`src/rtl/port_regs_map.svh`:
```
// Purpose: Register offsets, field positions and reset values.
// Assumes: 16-bit byte addresses on a register port with 32-bit data words.
// Notes: Definitions only.
`ifndef PORT_REGS_MAP_SVH
`define PORT_REGS_MAP_SVH
`define OFS_MODE 16'hff00
`define OFS_FIFO 16'hff04
`define OFS_INTR 16'hff08
`define OFS_BUF0 16'hff0c
`define OFS_BUF1 16'hff10
`define OFS_DADDR 16'hff14
`define OFS_DDATA 16'hff18
`define OFS_GPIO 16'hff1c
`define MODE_ENABLE 0
`define MODE_ALT_FRAME 5
`define MODE_NO_SWAP 6
`define MODE_VS_HIGH 9
`define MODE_HS_HIGH 10
`define MODE_LOAD_BASE 13
`define MODE_BURST_LO 16
`define MODE_EXT_CLK 24
`define MODE_NO_STRIDE 25
`define MODE_INV_CLK 26
`define MODE_RW_MASK 32'h0763_067f
`define INTR_FLAG_MASK 32'h0000_000f
`define INTR_CTRL_MASK 32'h010f_0000
`define INTR_HOLD 24
`define ADDR22_MASK 32'h003f_ffff
`define DADDR_MASK 32'h00ff_ffff
`define RESET_WORD 32'h0000_0000
`endif

```
`src/rtl/port_regs_pkg.sv`:
```
// Purpose: Shared types for the port register bank.
// Assumes: Nothing.
// Notes: Constants live in the map header.
package port_regs_pkg;
  typedef logic [15:0] reg_addr_t;
  typedef logic [31:0] word_t;
  typedef logic [1:0] burst_t;
endpackage

```
`src/rtl/local_peripheral_bus_regs.sv`:
```
// Purpose: Control and status registers of the local peripheral port.
// Assumes: Capture datapath supplies FIFO state; pins are asynchronous.
// Notes: Reads answer one cycle after the strobe; unmapped reads give zero.
//
// Local design decision: strobed register access.
`include "port_regs_map.svh"
`timescale 1ns/1ps
`default_nettype none
module local_peripheral_bus_regs #(
  parameter int SYNC_STAGES = 2,
  parameter int GPIO_LINES = 4
) (
  // Clock and reset
  input wire logic sys_clk_i,
  input wire logic arst_n_i,
  // Register port
  input wire port_regs_pkg::reg_addr_t addr_i,
  input wire port_regs_pkg::word_t wdata_i,
  input wire logic wr_i,
  input wire logic rd_i,
  output port_regs_pkg::word_t rdata_o,
  // Port pins, asynchronous
  input wire logic external_port_clock_i,
  input wire logic vsync_i,
  input wire logic hsync_i,
  input wire logic serial_start_i,
  input wire logic [3:0] gpio_in_i,
  // FIFO state from the capture datapath
  input wire logic [3:0] out_fifo_level_i,
  input wire logic [2:0] out_fifo_flags_i,
  input wire logic [2:0] vid_fifo0_flags_i,
  input wire logic [2:0] vid_fifo1_flags_i,
  // Serial clock pin, open drain
  input wire logic serial_clock_pin_i,
  output logic serial_clock_pin_o,
  output logic serial_clock_pin_oe_o,
  // Controls to the datapath
  output logic port_enable_o,
  output logic store_frame_o,
  output logic byte_swap_o,
  output logic line_end_o,
  output logic frame_end_o,
  output logic add_stride_o,
  output logic load_base_o,
  output logic [21:0] load_base_addr_o,
  output port_regs_pkg::burst_t max_burst_o,
  output logic port_clk_o,
  output logic port_clk_rise_o,
  output logic [31:0] buf_addr0_o,
  output logic [31:0] buf_addr1_o,
  output logic buf_select_i_unused_o,
  output logic [20:0] direct_addr_o,
  output logic [2:0] direct_type_o,
  output logic [31:0] direct_data_o,
  output logic [3:0] gpio_out_o,
  output logic irq_o
);
  import port_regs_pkg::*;

  // The field layout assumes two synchroniser stages and four lines;
  // other values would move register fields, so they are refused.
  if (SYNC_STAGES != 2 || GPIO_LINES != 4) begin : g_param_check
    $error("unsupported synchroniser depth or line count");
  end

  ////////////////////////////////////////////////////////////////////////
  word_t mode, intr, buf0, buf1, daddr, ddata;
  logic [3:0] intr_flag, intr_en;
  logic intr_hold;
  logic [3:0] gpio_out;
  logic [1:0] s_ext_clk, s_vs, s_hs, s_ss, s_scl;
  logic [1:0] s_gi0, s_gi1, s_gi2, s_gi3;
  logic vs_d, hs_d, ss_d, clk_d, efe_d;
  logic frame_odd, first_hs;
  logic vs_ev, hs_ev, ss_ev, efe_ev, hold_low;

  function automatic logic hit(input reg_addr_t a, input reg_addr_t o);
    hit = (a == o);
  endfunction

  // Edge of the chosen polarity between the previous and present level.
  function automatic logic sync_edge(input logic now, input logic prev,
                                     input logic high);
    sync_edge = high ? (now & ~prev) : (~now & prev);
  endfunction

  ////////////////////////////////////////////////////////////////////////
  // Two-stage synchronisers for every pin; only stage two is read.
  always_ff @(posedge sys_clk_i or negedge arst_n_i) begin
    if (!arst_n_i) begin
      s_ext_clk <= 2'h0;
      s_vs <= 2'h0;
      s_hs <= 2'h0;
    end else begin
      s_ext_clk <= {s_ext_clk[0], external_port_clock_i};
      s_vs <= {s_vs[0], vsync_i};
      s_hs <= {s_hs[0], hsync_i};
    end
  end

  always_ff @(posedge sys_clk_i or negedge arst_n_i) begin
    if (!arst_n_i) begin
      s_ss <= 2'h0;
      s_scl <= 2'h3;
    end else begin
      s_ss <= {s_ss[0], serial_start_i};
      s_scl <= {s_scl[0], serial_clock_pin_i};
    end
  end

  always_ff @(posedge sys_clk_i or negedge arst_n_i) begin
    if (!arst_n_i) begin
      s_gi0 <= 2'h0;
      s_gi1 <= 2'h0;
      s_gi2 <= 2'h0;
      s_gi3 <= 2'h0;
    end else begin
      s_gi0 <= {s_gi0[0], gpio_in_i[0]};
      s_gi1 <= {s_gi1[0], gpio_in_i[1]};
      s_gi2 <= {s_gi2[0], gpio_in_i[2]};
      s_gi3 <= {s_gi3[0], gpio_in_i[3]};
    end
  end

  // Polarity selects which level counts as asserted sync.
  // Edges are taken on the raw level, so neither reset release nor a
  // polarity change can fake a sync event.
  assign vs_ev = sync_edge(s_vs[1], vs_d, mode[`MODE_VS_HIGH]);
  assign hs_ev = sync_edge(s_hs[1], hs_d, mode[`MODE_HS_HIGH]);
  assign ss_ev = sync_edge(s_ss[1], ss_d, 1'b1);
  assign efe_ev = sync_edge(out_fifo_flags_i[1], efe_d, 1'b1);

  always_ff @(posedge sys_clk_i or negedge arst_n_i) begin
    if (!arst_n_i) begin
      vs_d <= 1'b0;
      hs_d <= 1'b0;
      ss_d <= 1'b0;
    end else begin
      vs_d <= s_vs[1];
      hs_d <= s_hs[1];
      ss_d <= s_ss[1];
    end
  end

  always_ff @(posedge sys_clk_i or negedge arst_n_i) begin
    if (!arst_n_i) begin
      clk_d <= 1'b0;
      efe_d <= 1'b0;
    end else begin
      clk_d <= port_clk_o;
      efe_d <= out_fifo_flags_i[1];
    end
  end

  ////////////////////////////////////////////////////////////////////////
  // Port clock choice; the internal choice is a free-running toggle.
  logic int_clk;
  always_ff @(posedge sys_clk_i or negedge arst_n_i) begin
    if (!arst_n_i) begin
      int_clk <= 1'b0;
    end else begin
      int_clk <= ~int_clk;
    end
  end
  always_comb begin
    if (mode[`MODE_EXT_CLK]) begin
      port_clk_o = s_ext_clk[1] ^ mode[`MODE_INV_CLK];
    end else begin
      port_clk_o = int_clk;
    end
  end
  assign port_clk_rise_o = port_clk_o & ~clk_d;

  ////////////////////////////////////////////////////////////////////////
  // Frame skipping and stride suppression track sync edges.
  always_ff @(posedge sys_clk_i or negedge arst_n_i) begin
    if (!arst_n_i) begin
      frame_odd <= 1'b0;
      first_hs <= 1'b1;
    end else begin
      if (vs_ev) begin
        frame_odd <= mode[`MODE_ALT_FRAME] ? ~frame_odd : 1'b0;
        first_hs <= 1'b1;
      end else if (hs_ev) begin
        first_hs <= 1'b0;
      end
    end
  end
  assign store_frame_o = ~frame_odd;
  assign byte_swap_o = ~mode[`MODE_NO_SWAP];
  assign add_stride_o = hs_ev & ~(first_hs & mode[`MODE_NO_STRIDE]);
  assign line_end_o = hs_ev;
  assign frame_end_o = vs_ev;
  assign port_enable_o = mode[`MODE_ENABLE];
  assign max_burst_o = mode[`MODE_BURST_LO+1:`MODE_BURST_LO];

  ////////////////////////////////////////////////////////////////////////
  // Register writes, one register to a process; reserved bits stay zero.
  always_ff @(posedge sys_clk_i or negedge arst_n_i) begin
    if (!arst_n_i) begin
      mode <= `RESET_WORD;
    end else if (wr_i && hit(addr_i, `OFS_MODE)) begin
      mode <= wdata_i & `MODE_RW_MASK;
    end
  end

  always_ff @(posedge sys_clk_i or negedge arst_n_i) begin
    if (!arst_n_i) begin
      buf0 <= `RESET_WORD;
    end else if (wr_i && hit(addr_i, `OFS_BUF0)) begin
      buf0 <= wdata_i & `ADDR22_MASK;
    end
  end

  always_ff @(posedge sys_clk_i or negedge arst_n_i) begin
    if (!arst_n_i) begin
      buf1 <= `RESET_WORD;
    end else if (wr_i && hit(addr_i, `OFS_BUF1)) begin
      buf1 <= wdata_i & `ADDR22_MASK;
    end
  end

  always_ff @(posedge sys_clk_i or negedge arst_n_i) begin
    if (!arst_n_i) begin
      daddr <= `RESET_WORD;
    end else if (wr_i && hit(addr_i, `OFS_DADDR)) begin
      daddr <= wdata_i & `DADDR_MASK;
    end
  end

  always_ff @(posedge sys_clk_i or negedge arst_n_i) begin
    if (!arst_n_i) begin
      ddata <= `RESET_WORD;
    end else if (wr_i && hit(addr_i, `OFS_DDATA)) begin
      ddata <= wdata_i;
    end
  end

  always_ff @(posedge sys_clk_i or negedge arst_n_i) begin
    if (!arst_n_i) begin
      gpio_out <= 4'h0;
    end else if (wr_i && hit(addr_i, `OFS_GPIO)) begin
      gpio_out <= wdata_i[3:0];
    end
  end

  // Load command is a one-cycle pulse; the bit itself is never stored.
  // Buffer 0 is the current one; selection lives outside this bank.
  always_ff @(posedge sys_clk_i or negedge arst_n_i) begin
    if (!arst_n_i) begin
      load_base_o <= 1'b0;
      load_base_addr_o <= 22'h00_0000;
    end else begin
      load_base_o <= wr_i & hit(addr_i, `OFS_MODE) &
                     wdata_i[`MODE_LOAD_BASE];
      load_base_addr_o <= buf0[21:0];
    end
  end

  ////////////////////////////////////////////////////////////////////////
  // Interrupt flags: hardware set wins over a software clear.
  logic [3:0] ev_set;
  assign ev_set = {ss_ev, vs_ev, hs_ev, efe_ev};
  always_ff @(posedge sys_clk_i or negedge arst_n_i) begin
    if (!arst_n_i) begin
      intr_flag <= 4'h0;
    end else if (wr_i && hit(addr_i, `OFS_INTR)) begin
      intr_flag <= wdata_i[3:0] | ev_set;
    end else begin
      intr_flag <= intr_flag | ev_set;
    end
  end

  always_ff @(posedge sys_clk_i or negedge arst_n_i) begin
    if (!arst_n_i) begin
      intr_en <= 4'h0;
    end else if (wr_i && hit(addr_i, `OFS_INTR)) begin
      intr_en <= wdata_i[19:16];
    end
  end

  always_ff @(posedge sys_clk_i or negedge arst_n_i) begin
    if (!arst_n_i) begin
      intr_hold <= 1'b0;
    end else if (wr_i && hit(addr_i, `OFS_INTR)) begin
      intr_hold <= wdata_i[`INTR_HOLD];
    end
  end

  assign intr = {7'h00, intr_hold, 4'h0, intr_en, 12'h000, intr_flag};
  assign irq_o = |(intr[3:0] & intr[19:16]);

  // Hold serial clock low once a start is seen, until software clears it.
  assign hold_low = intr[`INTR_HOLD] & intr[3];
  assign serial_clock_pin_o = 1'b0;
  assign serial_clock_pin_oe_o = hold_low;

  ////////////////////////////////////////////////////////////////////////
  // Read data, valid the cycle after the strobe.
  word_t fifo_word, next_rdata;
  assign fifo_word = {vid_fifo1_flags_i, 6'h00,
                      vid_fifo0_flags_i, 6'h00,
                      out_fifo_flags_i, 7'h00,
                      out_fifo_level_i};
  always_comb begin
    next_rdata = `RESET_WORD;
    if (hit(addr_i, `OFS_MODE)) next_rdata = mode;
    if (hit(addr_i, `OFS_FIFO)) next_rdata = fifo_word;
    if (hit(addr_i, `OFS_INTR)) next_rdata = intr;
    if (hit(addr_i, `OFS_BUF0)) next_rdata = buf0;
    if (hit(addr_i, `OFS_BUF1)) next_rdata = buf1;
    if (hit(addr_i, `OFS_DADDR)) next_rdata = daddr;
    if (hit(addr_i, `OFS_DDATA)) next_rdata = ddata;
    if (hit(addr_i, `OFS_GPIO)) begin
      next_rdata = {24'h00_0000, s_gi3[1], s_gi2[1], s_gi1[1], s_gi0[1],
                    gpio_out};
    end
  end
  always_ff @(posedge sys_clk_i or negedge arst_n_i) begin
    if (!arst_n_i) begin
      rdata_o <= `RESET_WORD;
    end else if (rd_i) begin
      rdata_o <= next_rdata;
    end else begin
      rdata_o <= `RESET_WORD;
    end
  end

  assign buf_addr0_o = buf0;
  assign buf_addr1_o = buf1;
  assign buf_select_i_unused_o = s_scl[1];
  assign direct_addr_o = daddr[20:0];
  assign direct_type_o = daddr[23:21];
  assign direct_data_o = ddata;
  assign gpio_out_o = gpio_out;
endmodule
`default_nettype wire

```
`config.mk`:
```
export PLATFORM = sky130hd
export DESIGN_NAME = local_peripheral_bus_regs
export DESIGN_NICKNAME = d
export VERILOG_FILES = /design/src/rtl/port_regs_pkg.sv /design/src/rtl/local_peripheral_bus_regs.sv
export VERILOG_INCLUDE_DIRS = /design/src /design/src/rtl
export SDC_FILE = /design/constraint.sdc
export NUM_CORES = 1
export LEC_CHECK = 0
export ABC_AREA = 1
export BUFFER_PORTS_ARGS = -buffer_cell sky130_fd_sc_hd__buf_2
export CAP_MARGIN = 10
export CORE_MARGIN = 2
export CORE_UTILIZATION = 25
export DETAILED_ROUTE_END_ITERATION = 10
export HOLD_SLACK_MARGIN = 0.03
export PLACE_DENSITY = 0.54
export SLEW_MARGIN = 20
export SYNTH_ARGS = -nofsm -noshare
export SYNTH_HDL_FRONTEND = slang
export SYNTH_SLANG_ARGS = --single-unit
```
`constraint.sdc`:
```
create_clock -name sys_clk_i -period 1.25 [get_ports sys_clk_i]
set_input_delay 0.0625 -clock sys_clk_i [delete_from_list [all_inputs] [get_ports sys_clk_i]]
set_output_delay 0.0625 -clock sys_clk_i [all_outputs]
set_load 0.01 [all_outputs]
```
---- After elaboration in Yosys (flattened, before gate mapping) ----
Cells that the tools add are included.
operators by class
  multiplexer cells ....................... 16
  reduce and logical (&&, ||, !) cells .... 9
  equal/unequal tests ..................... 8
  bitwise gates (word level) .............. 27
operator list
  operator                count
  $mux W32                8
  $eq A16 B16 Y1 const B  8
  $mux W27                1
  $and A1 B1 Y1           12
  $not A1 Y1              11
  $or A4 B4 Y4            2
  $logic_and A1 B1 Y1     7
  $mux W1                 6
  $and A4 B4 Y4           1
  $mux W4                 1
  $reduce_or A4 Y1        1
  $reduce_bool A2 Y1      1
  $xor A1 B1 Y1           1
word-level totals
  output and inout port bits .............. 193
  register bits ........................... 210

---- Depth between registers and ports, before layout ----
  depth after elaboration ................. 10
  depth in mapped cells ................... 12
  depth with buffers taken out ............ 12

---- Worst setup path before layout ----
OpenSTA, ideal clock, no wires.
  path kind ............................... input to register
  from .................................... in addr_i[9]
  to ...................................... reg ddata[27] (netlist: direct_data_o[27])
  stages .................................. 9
  arrival time ............................ 1.169 ns
  path buffers ............................ 1
  setup slack ............................. -0.044 ns
  cells stage by stage .................... nand2_1 > nor2_1 > nand2_2 > nor2_8 > nand2_4 > clkinv_2 > nand2_4 > buf_6 > mux2_4
between the ends
  longest elaborated chain between the ends .. 2
ends and longest elaborated chain
  what                  line                              RTL
  from (decl)           local_peripheral_bus_regs.sv:17   input wire port_regs_pkg::reg_addr_t addr_i,
  $eq A16 B16 Y1        local_peripheral_bus_regs.sv:78   hit = (a == o);
  $logic_and A1 B1 Y1   local_peripheral_bus_regs.sv:234  end else if (wr_i && hit(addr_i, `OFS_DDATA)) begin
  to (signal assigned)  local_peripheral_bus_regs.sv:233  ddata <= `RESET_WORD;
  to (signal assigned)  local_peripheral_bus_regs.sv:235  ddata <= wdata_i;
  to (decl)             local_peripheral_bus_regs.sv:67   word_t mode, intr, buf0, buf1, daddr, ddata;
No other way between the ends.
A chain may end at the register's enable or synchronous reset.

---- Worst setup path after layout ----
  from .................................... reg mode[10]
  to ...................................... out add_stride_o
between the ends
  longest elaborated chain between the ends .. 2
ends and longest elaborated chain
  what                    line                              RTL
  from (decl)             local_peripheral_bus_regs.sv:67
  from (signal assigned)  local_peripheral_bus_regs.sv:201  mode <= `RESET_WORD;
  from (signal assigned)  local_peripheral_bus_regs.sv:203  mode <= wdata_i & `MODE_RW_MASK;
  $mux W1                 local_peripheral_bus_regs.sv:84   sync_edge = high ? (now & ~prev) : (~now & prev);
  $and A1 B1 Y1           local_peripheral_bus_regs.sv:191  assign add_stride_o = hs_ev & ~(first_hs & mode[`MODE_NO_STRIDE]);
  to (decl)               local_peripheral_bus_regs.sv:43   output logic add_stride_o,
No other way between the ends.

==> metrics.md <==
| Metric | Value |
|---|---|
| Crit end category | `output pin` |
| Post-DP HPWL | `22500 um` |
| Max Cap Violations | `0` |
| GRT Util Overall | `16.6%` |
| H-tree levels | `1` |
| PwrDens | `1230 nW/um^2` |
| Buffer and inverter count on the worst path | `3` |
| CP most frequent cell | `inv_2` |
| Setup TNS Final | `-2.30 ns` |
| Antenna violations before repair | `3` |
| # placed instances | `1628` |
| Syn-to-layout area delta | `44.8%` |
| Share of layout cells above drive strength 1 | `33.8%` |
| Number of global-route vias before repair | `7353` |
| Count leader, synth | `nand2_1` |
| First-pass DRT Iterations | `5` |
| Dpl ws | `-0.406 ns` |
| Final Instance Area | `12500 um^2` |
| Fmax | `647 MHz` |
| Fin Hold WS | `0.0362 ns` |
| Comb pwr share | `4.7%` |
| Flop pwr share | `44.6%` |
| DIE AREA | `36000 um^2` |
| Clock network fraction of total power | `50.8%` |
| Clk pin slew, worst setup/hold paths | `0.06 ns` |
| Cell Area, Synth | `8630 um^2` |
| Root Buffer | `clkbuf_16` |
| Worst skew pair latency | `0.52 ns` |
| CTS tree | `yes` |
| CP top delay family | `flip-flops` |
| Largest cells by area after synthesis | `dfrtp_1 60%, nand2_1 10%, o21ai_1 5.1%, o21ai_0 3.8%, inv_1 3.0%` |
| Worst-path fanout max | `3` |
| IO Pins | `267` |
| Grt ovf | `0` |
| Worst slew pin tran | `0.759 ns` |
| Final Hold Viols | `0` |
| Rows | `68` |
| Reg2reg setup slack | `0.05 ns` |
| Synth Area per Inst | `9.56 um^2` |
| Placed Area | `10900 um^2` |
| Sw Ratio | `21.8%` |
| Synthesized instance count | `903` |
| Core area | `34300 um^2` |
| Slew margin rel. | `49.2%` |
| CP Class | `flop to output pin` |
| Vias | `7510` |
| Worst hold path type | `primary input to flop` |
| Top cells by count, synth | `231 x nand2_1, 207 x dfrtp_1, 88 x o21ai_1` |
| First-pass GRT wire length | `45200 um` |
| Ys flop type | `dfrtp_1` |
| Violated checks | `setup timing` |
| Die X | `190 um` |
| Post-layout util | `36.5%` |
| Leakage | `6.65 nW` |
| CP peak stage delay | `0.44 ns` |
| Yosys reg bits | `210` |
| Via-per-instance ratio | `4.32` |
| Antenna Nets Post-Route | `0` |
| Yosys cell types | `38` |
| Sw power | `3.35 mW` |
| Final setup margin | `-0.295 ns` |
| Worst path required time | `1.19 ns` |
| Cts bufs inserted | `25` |
| Internal | `12.1 mW` |
| Routed length per instance | `17.4 um` |
| Total power | `15.4 mW` |
| Layout Cells excl Fill | `1737` |
| Tcrit/Tclk final | `124%` |
| Synth area leader | `dfrtp_1` |
| Minimum clock period | `1.55 ns` |
| Asr flop ratio synth | `100%` |
| WP data arrival | `1.48 ns` |
| Max clock buf depth | `3` |
| Die Y | `190 um` |
| Post-synth top area share | `60.0%` |
| Worst Setup Start Kind | `flop` |
| Final setup fails | `23` |
| Clk sink count | `210` |
| WL final | `30300 um` |
| Max-slew violation count | `0` |
| Max stage delay cell, worst path | `dfrtp_2` |
| Detailed Route Iter0 Violations | `387` |
| Largest net degree at the start of global routing | `68` |
| Placer Congestion | `0.867` |
| Peak VDD IR | `0.000845 V` |
| Nets | `1337` |
| Number of synthesized flops with an enable pin | `0` |
| Synthesis Warnings | `0` |
| Register area share after synthesis | `60.9%` |
| RSZ-0062 raised after global routing | `true` |
| DRC viols | `0` |
| Buffers on Ports | `245` |
| Clock skew | `0.0111 ns` |
| Initial Utilization | `25.2%` |
| Status | `complete, but fails checks` |
| Worst-path cell chain | `inv_2, nand3_2, nand2_4, inv_2, a21oi_2, buf_4` |
area by class of cell:
| type | count | area (um^2) |
|---|---|---|
| antenna | 2 | 5.00 |
| clock buffer | 33 | 696 |
| clock inverter | 11 | 185 |
| fill | 3529 | 21800 |
| inverter | 77 | 299 |
| multi-input combinational | 573 | 2820 |
| sequential | 210 | 5260 |
| tap | 455 | 569 |
| timing repair buffer | 376 | 2660 |
final timing paths:
| check | startpoint | end | cells past startpoint |
|---|---|---|---|
| max in group asynchronous | arst_n_i | intr_en[2]$_DFFE_PN0P_ | 3 |
| min in group asynchronous | arst_n_i | s_vs[1]$_DFF_PN0_ | 3 |
| worst min-delay path | vid_fifo0_flags_i[1] | rdata_o[21]$_DFF_PN0_ | 5 |
| worst max-delay path | mode[10]$_DFFE_PN0P_ | add_stride_o | 6 |
| worst min register to register | s_hs[0]$_DFF_PN0_ | s_hs[1]$_DFF_PN0_ | 0 |
| worst max register to register | intr_flag[3]$_DFF_PN0_ | rdata_o[3]$_DFF_PN0_ | 9 |
metal layers:
layer | track usage, % | share of wire [%]
met3 | 4.39 | 7.3
met2 | 27.0 | 47
met5 | 0 | 0.043
met4 | 4.83 | 2.7
met1 | 21.6 | 43
cell usage in the layout, fill, tap and decap left out, types with 25 or more instances in the layout:
master,netlist,layout
a21oi_1,32,29
clkbuf_16,0,25
dlygate4sd3_1,0,52
nor2_1,31,29
o21ai_0,66,65
dfrtp_1,207,204
buf_4,25,56
nand2_1,231,225
o21ai_1,88,89
nand3_1,41,40
buf_2,22,237
inv_1,68,61
worst register-to-register path, cell delays in order (launching register included):
cell,delay [ns]
dfrtp_1,0.37
inv_2,0.05
buf_4,0.12
nand3_1,0.09
nand2_1,0.06
nor2_1,0.11
nand2_1,0.06
nand2_1,0.08
nand2_1,0.06
a21oi_1,0.13
state kept, by name, summed over array words and instances, names as in the netlist, 4 cells and up:
register	flops
buf_addr0_o	22
buf_addr1_o	22
daddr	24
direct_data_o	32
gpio_out_o	4
intr_en	4
intr_flag	4
load_base_addr_o	22
mode	16
rdata_o	32
power groups by stage:
stage	registers, mW	clock network, mW	logic [mW]
5_1_grt	6.86	8.30	0.805
2_1_floorplan	6.98	0	0.213
3_3_place_gp	6.98	0	0.584
3_5_place_dp	6.98	0	0.590
6_report	6.86	7.82	0.722
4_1_cts	6.86	7.98	0.734
cells by family (layout without fill, tap and decap cells):
| kind of cell | Yosys count | count (layout) | share of synthesized area (%) |
|---|---|---|---|
| and+or+nand+nor | 331 | 331 | 16.7 |
| AOI/OAI and AO/OA | 215 | 215 | 13.2 |
| DFF | 210 | 210 | 60.9 |
| buffers and inverters | 140 | 497 | 8.14 |
| muxes | 5 | 5 | 0.869 |
| other | 1 | 23 | 0.0434 |
| xor gates and xnor gates | 1 | 1 | 0.101 |
timing repair:
action / 4_1_cts / 5_1_grt
hold buffers: 52 / 1
buffers inserted: 8 / 4
hold endpoints to repair: 360 / 16
endpoints found under the setup margin: 7 / 31
pin swaps: 4 / 6
resized for setup: 20 / 20
Note: power is estimated with default switching activity, not from simulation.
